`config.mk`:
```
export PLATFORM = sky130hd
export DESIGN_NAME = board_ident_status_regs
export DESIGN_NICKNAME = d
export VERILOG_FILES = /design/src/logic/ident_pkg.sv /design/src/logic/board_ident_status_regs.sv /design/src/logic/ident_word_mux.sv
export VERILOG_INCLUDE_DIRS = /design/src /design/src/logic
export SDC_FILE = /design/constraint.sdc
export NUM_CORES = 1
export LEC_CHECK = 0
export CORE_AREA = 2 2 58 60
export CTS_BUF_LIST = sky130_fd_sc_hd__clkbuf_8 sky130_fd_sc_hd__clkbuf_16
export DETAILED_ROUTE_END_ITERATION = 12
export DIE_AREA = 0 0 60 62
export DONT_BUFFER_PORTS = 1
export PLACE_DENSITY_LB_ADDON = 0.1
export RECOVER_POWER = 25
export SLEW_MARGIN = 10
export SYNTH_ARGS = -nofsm -noshare
export SYNTH_HDL_FRONTEND = slang
export SYNTH_SLANG_ARGS = --single-unit
```
`constraint.sdc`:
```
create_clock -name pclk -period 2.6 [get_ports pclk]
set_clock_uncertainty 0.15 [all_clocks]
set_input_delay 0.52 -clock pclk [delete_from_list [all_inputs] [get_ports pclk]]
set_output_delay 0.52 -clock pclk [all_outputs]
set_load 0.02 [all_outputs]
```
`src/logic/ident_regs.svh`:
```
// register offsets, field positions and reset values of the identification status bank
`ifndef IDENT_REGS_SVH
`define IDENT_REGS_SVH

`define BOARD_IDENT_STATUS_OFS 8'h0C
`define DESIGN_CODE_STATUS_OFS 8'h10
`define REVISION_NUMBER_STATUS_OFS 8'h14
`define REVISION_DATE_STATUS_OFS 8'h18
`define FRONT_PANEL_IDENT_STATUS_OFS 8'h1C

`define BOARD_IDENT_LSB 4
`define BOARD_IDENT_MSB 18
`define DESIGN_CODE_IDENT_LSB 0
`define DESIGN_CODE_IDENT_MSB 19
`define REVISION_DATE_LSB 0
`define REVISION_DATE_MSB 23
`define DEVICE_SIZE_LSB 16
`define DEVICE_SIZE_MSB 27
`define FRONT_PANEL_IO_LSB 0
`define FRONT_PANEL_IO_MSB 3

`define READ_DATA_RESET 32'h0000_0000
`define FRONT_PANEL_IO_RESET 4'h0

`endif

```
`src/logic/ident_pkg.sv`:
```
// types shared by the identification status bank
package ident_pkg;

  typedef struct packed {
    logic [31:0] revision_number;
    logic [23:0] revision_date;
    logic [11:0] device_size;
    logic [3:0] front_panel_io;
  } ident_inputs_t;

  typedef struct packed {
    logic [31:0] prdata;
    logic pready;
    logic pslverr;
  } apb_answer_t;

  typedef struct packed {
    logic [3:0] fpio_meta;
    logic [3:0] fpio_sync;
    logic [31:0] prdata;
    logic pready;
    logic pslverr;
  } bank_state_t;

endpackage

```
`src/logic/board_ident_status_regs.sv`:
```
// read-only board identification status bank with an apb slave
//
// Summary of operation
// - board identifier parameter appears in bits 18:4 of board status word
// - design code identifier parameter appears in bits 19:0 of design code word
// - full 32-bit revision number from input port or parameter
// - device size code in bits 27:16 of front panel word
// - with front panel option on, 4-bit io identifier shows in bits 3:0
// - with front panel option off, those four bits read zero
// - board at 0x0C, design code at 0x10, revision number at 0x14
// - revision date at 0x18, front panel identification at 0x1C
`timescale 1ns/10ps
`include "ident_regs.svh"

module board_ident_status_regs #(
  parameter logic [14:0] BOARD_IDENT = 15'h0000,
  parameter logic [19:0] DESIGN_CODE_IDENT = 20'h00000,
  parameter logic [31:0] REVISION_NUMBER = 32'h0000_0000,
  parameter logic [7:0] REVISION_MONTH = 8'h01,
  parameter logic [7:0] REVISION_DAY = 8'h01,
  parameter logic [7:0] REVISION_YEAR = 8'h00,
  parameter logic [11:0] DEVICE_SIZE = 12'h000,
  parameter bit REVISION_NUMBER_FROM_PORT = 1'b0,
  parameter bit REVISION_DATE_FROM_PORT = 1'b0,
  parameter bit DEVICE_SIZE_FROM_PORT = 1'b0,
  parameter bit HAS_FRONT_PANEL_IO = 1'b0
) (
  // clock and reset
  input wire logic pclk,
  input wire logic presetn,
  // apb slave
  input wire logic psel,
  input wire logic penable,
  input wire logic pwrite,
  input wire logic [7:0] paddr,
  input wire logic [31:0] pwdata,
  output logic [31:0] prdata,
  output logic pready,
  output logic pslverr,
  // identification inputs, held static by the system
  input wire logic [31:0] revision_number_in,
  input wire logic [23:0] revision_date_in,
  input wire logic [11:0] device_size_in,
  // front panel io identifier pins
  input wire logic [3:0] front_panel_io_in
);

  ident_pkg::bank_state_t st_r;
  ident_pkg::bank_state_t st_nxt;
  ident_pkg::ident_inputs_t values;
  logic [31:0] word;
  logic hit;
  logic [7:0] build_date_hi;

  ////////////////////////////////////////////////////////////////////////////
  // source selection

  // build-time date as mm dd yy hex digits
  always_comb begin
    build_date_hi = REVISION_MONTH;
    values.revision_number = REVISION_NUMBER_FROM_PORT ? revision_number_in
                                                       : REVISION_NUMBER;
    values.revision_date = REVISION_DATE_FROM_PORT ? revision_date_in
      : {build_date_hi, REVISION_DAY, REVISION_YEAR};
    values.device_size = DEVICE_SIZE_FROM_PORT ? device_size_in : DEVICE_SIZE;
    // the pins are asynchronous, so only the second stage is read
    values.front_panel_io = HAS_FRONT_PANEL_IO ? st_r.fpio_sync
                                               : `FRONT_PANEL_IO_RESET;
  end

  ident_word_mux #(
    .BOARD_IDENT(BOARD_IDENT),
    .DESIGN_CODE_IDENT(DESIGN_CODE_IDENT)
  ) u_mux (
    .offset(paddr),
    .values(values),
    .word(word),
    .hit(hit)
  );

  ////////////////////////////////////////////////////////////////////////////
  // apb access: one wait state, answer registered

  always_comb begin
    st_nxt = st_r;
    st_nxt.fpio_meta = front_panel_io_in;
    st_nxt.fpio_sync = st_r.fpio_meta;
    st_nxt.pready = 1'b0;
    st_nxt.pslverr = 1'b0;
    if (psel && penable && !st_r.pready) begin
      st_nxt.pready = 1'b1;
      // writes change nothing; an unmapped address answers with an error
      st_nxt.pslverr = !hit;
      st_nxt.prdata = (!pwrite && hit) ? word : `READ_DATA_RESET;
    end else if (st_r.pready) begin
      st_nxt.prdata = `READ_DATA_RESET;
    end
  end

  always_ff @(posedge pclk or negedge presetn) begin
    if (!presetn) begin
      st_r <= '0;
    end else begin
      st_r <= st_nxt;
    end
  end

  assign prdata = st_r.prdata;
  assign pready = st_r.pready;
  assign pslverr = st_r.pslverr;

endmodule

```
`src/logic/ident_word_mux.sv`:
```
// combinational selection of the read word for one register offset
`timescale 1ns/10ps
`include "ident_regs.svh"

module ident_word_mux #(
  parameter logic [14:0] BOARD_IDENT = 15'h0000,
  parameter logic [19:0] DESIGN_CODE_IDENT = 20'h00000
) (
  // lookup
  input wire logic [7:0] offset,
  input wire ident_pkg::ident_inputs_t values,
  // result
  output logic [31:0] word,
  output logic hit
);

  always_comb begin
    word = `READ_DATA_RESET;
    hit = 1'b1;
    case (offset)
      `BOARD_IDENT_STATUS_OFS: begin
        word[`BOARD_IDENT_MSB:`BOARD_IDENT_LSB] = BOARD_IDENT;
      end
      `DESIGN_CODE_STATUS_OFS: begin
        word[`DESIGN_CODE_IDENT_MSB:`DESIGN_CODE_IDENT_LSB] = DESIGN_CODE_IDENT;
      end
      `REVISION_NUMBER_STATUS_OFS: begin
        word = values.revision_number;
      end
      `REVISION_DATE_STATUS_OFS: begin
        word[`REVISION_DATE_MSB:`REVISION_DATE_LSB] = values.revision_date;
      end
      `FRONT_PANEL_IDENT_STATUS_OFS: begin
        word[`DEVICE_SIZE_MSB:`DEVICE_SIZE_LSB] = values.device_size;
        word[`FRONT_PANEL_IO_MSB:`FRONT_PANEL_IO_LSB] = values.front_panel_io;
      end
      default: begin
        hit = 1'b0;
      end
    endcase
  end

endmodule

```
==> qor.txt <==
=====================================================================================
Fin crit share                                                                  56.2%
Hold Path Cell Cnt                                                                  1
Sequential element share of the synthesized area                                20.1%
Crit path time final                                                          1.46 ns
Max frequency                                                                 685 MHz
Element type at the critical path start                                     flip-flop
CTS H-tree depth                                                                    1
Maximum root-to-sink buffer count                                                   2
Top FF cell, synth                                                       sky130_fd_sc_hd__dfrtp_1
Proportion of netlist area held by the largest area contributor                 62.2%
Hold Crit Endpoint                                                            pslverr
GRT Overall Usage                                                               2.89%
Clock-pin slew of the registers on the worst-case setup and hold paths        0.03 ns
Number of vias in the routed layout                                               195
Global placer's final weighted congestion                                       0.635
Buffers inserted during post-CTS setup optimization                                 0
Post-Syn Area                                                                 374 um2
Initial antenna violation count                                                     0
Number of library cell types mapped by synthesis                                   11
Most common cell in the synthesized netlist                              sky130_fd_sc_hd__buf_4
Async S/R FF share, synth                                                        100%
Total power density per cell area                                          619 nW/um2
Minimum setup slack among reg-to-reg paths                                    1.38 ns
Worst reg2reg startpoint                                                    prdata[8]
Clock latency on the worst-skew pair                                          0.21 ns
Final sum of negative setup slack                                                0 ns
Detailed-route wire length per cell                                           5.62 um
First-pass GRT wire length                                                     572 um
Synth Area per Inst                                                          8.50 um2
Synth top cells by count                                                 31 x sky130_fd_sc_hd__buf_4, 3 x sky130_fd_sc_hd__dfrtp_1, 2 x sky130_fd_sc_hd__nor2_1
Starting Density                                                                11.8%
P_leak                                                                       0.190 nW
Layout-stage area growth over the synthesis result                             -3.01%
Run status                                                                  completed
Horizontal die dimension                                                        60 um
Total setup violations reported at the end of the flow                              0
Post-detailed-route DRC marker count                                                0
Standard-cell row count                                                            21
Arrival @ worst endpoint                                                      0.79 ns
Via density per instance                                                         2.10
Cts bufs inserted                                                                   3
CP Capture Type                                                          primary output
Count of mapped cells out of synthesis                                             44
Total wire length after detailed routing                                       523 um
Final Max Tran Viols                                                                0
Number of sinks driven by the clock tree                                            3
Std-Cell Core Area                                                           3180 um2
RSZ-0062 raised after global routing                                               no
Final #Nets                                                                       165
Largest net degree at the start of global routing                                   4
Endpoints failing hold                                                              0
Proportion of layout cells with a drive suffix above 1                          8.51%
I/O pins                                                                          151
Antenna diodes                                                                      0
Endpoint of the most critical register-to-register path                     prdata[8]
Antenna Nets Post-Route                                                             0
Die Area                                                                     3720 um2
Yosys warnings                                                                      0
Final Core Density                                                              11.4%
Max-cap violation count                                                             0
Count of cells along the worst register-to-register path                            2
Height of the chip                                                              62 um
Drt first-iter violations                                                           8
Hold WC Path Type                                                           in -> reg
Dominant cells by area after synthesis                                   sky130_fd_sc_hd__buf_4 62%, sky130_fd_sc_hd__dfrtp_1 20%, sky130_fd_sc_hd__or4_4 3.0%
Number of buffers added on ports                                                    0
Number of enable-type register cells in the synthesized netlist                     0
First-pass iteration count of the detailed router                                   4
Data required time of the critical path                                       1.93 ns
Class of the most critical setup path                                      reg -> out
Clock tree from TritonCTS                                                        done
Grt ovf                                                                             0
Number of register bits inferred by synthesis                                       3
Cell at the root of the clock tree                                       sky130_fd_sc_hd__clkbuf_8
Cell type with the highest aggregate area in the netlist                 sky130_fd_sc_hd__buf_4
Fill cells                                                                        367
Worst-case vdd ir drop                                                         105 uV
Final HPWL from detailed placement                                             486 um
Vias in the first global route                                                    121
Worst-path maximum fanout                                                           3
Hold Crit Start                                                              paddr[5]
=====================================================================================
-- layer usage --
layer | track usage [%] | part of all wire, %
met3 | 3.93 | 24
met2 | 1.24 | 26
met4 | 2.86 | 0
met1 | 3.85 | 50
met5 | 0 | 0
-- cell type report --
type / instances / area [um2] / share of cell area (%)
clock inverter: 1 / 3.75 / 1.03
tap: 46 / 57.6 / 15.9
timing repair buffer: 1 / 10.0 / 2.76
sequential: 3 / 75.1 / 20.7
multi-input combinational: 39 / 175 / 48.3
clock buffer: 3 / 41.3 / 11.4
-- placed cells by master, fill, tap and decap left out --
master,n
sky130_fd_sc_hd__o31a_1,1
sky130_fd_sc_hd__a21oi_1,1
sky130_fd_sc_hd__dfrtp_1,3
sky130_fd_sc_hd__nor4bb_1,1
sky130_fd_sc_hd__a32o_1,1
sky130_fd_sc_hd__nor2b_1,1
sky130_fd_sc_hd__or4_4,1
sky130_fd_sc_hd__inv_1,1
sky130_fd_sc_hd__nand2_1,1
sky130_fd_sc_hd__nor2_1,2
sky130_fd_sc_hd__conb_1,30
sky130_fd_sc_hd__clkbuf_8,3
sky130_fd_sc_hd__dlygate4sd3_1,1
-- registers in the layout (all words and copies together), names as in the netlist --
register,count
prdata,1
pready,1
pslverr,1
-- kinds of logic after synthesis --
family / after synthesis / synth area share (%)
flops: 3 / 20.1
compound gates: 3 / 6.35
buf+inv: 31 / 62.2
other cells: 1 / 1.00
simple gates: 6 / 10.4
-- what timing repair did --
action                                 4_1_cts  5_1_grt
endpoints found under the hold margin        3        0
gates resized for setup                      0        0
hold buffers                                 1        0
-- report_power, final --
part           switching (mW)  total (mW)  internal (mW)
sequential            0.00349      0.0523         0.0488
combinational          0.0415      0.0451        0.00357
clock                  0.0271       0.127          0.100
-- per-stage QoR --
| step | cells | cell area, um2 | hold slack [ns] | setup WS (ns) | power (mW) |
|---|---|---|---|---|---|
| 3_3_place_gp | 88 | 308 | 0.0745 | 0.961 | 0.0953 |
| 4_1_cts | 93 | 363 | 0.354 | 1.13 | 0.229 |
| 2_1_floorplan | 73 | 483 | 0.0744 | 1.02 | 0.128 |
| 5_1_grt | 93 | 363 | 0.351 | 1.11 | 0.240 |
| 6_report | 93 | 363 | 0.341 | 1.14 | 0.225 |
| 3_5_place_dp | 88 | 308 | 0.0745 | 0.963 | 0.0953 |
-- worst max path at each step --
stage,startpoint,endpoint,slack [ns],depth (start not counted)
finish,prdata[8],prdata[16],1.14,0
global route,prdata[8],prdata[16],1.11,0
CTS,prdata[8],prdata[8],1.13,0
detailed placement,paddr[7],pslverr,0.96,2
global placement,paddr[7],pslverr,0.96,2
floorplan,paddr[7],pslverr,1.02,2
Note: power is estimated with default switching activity, not from simulation.
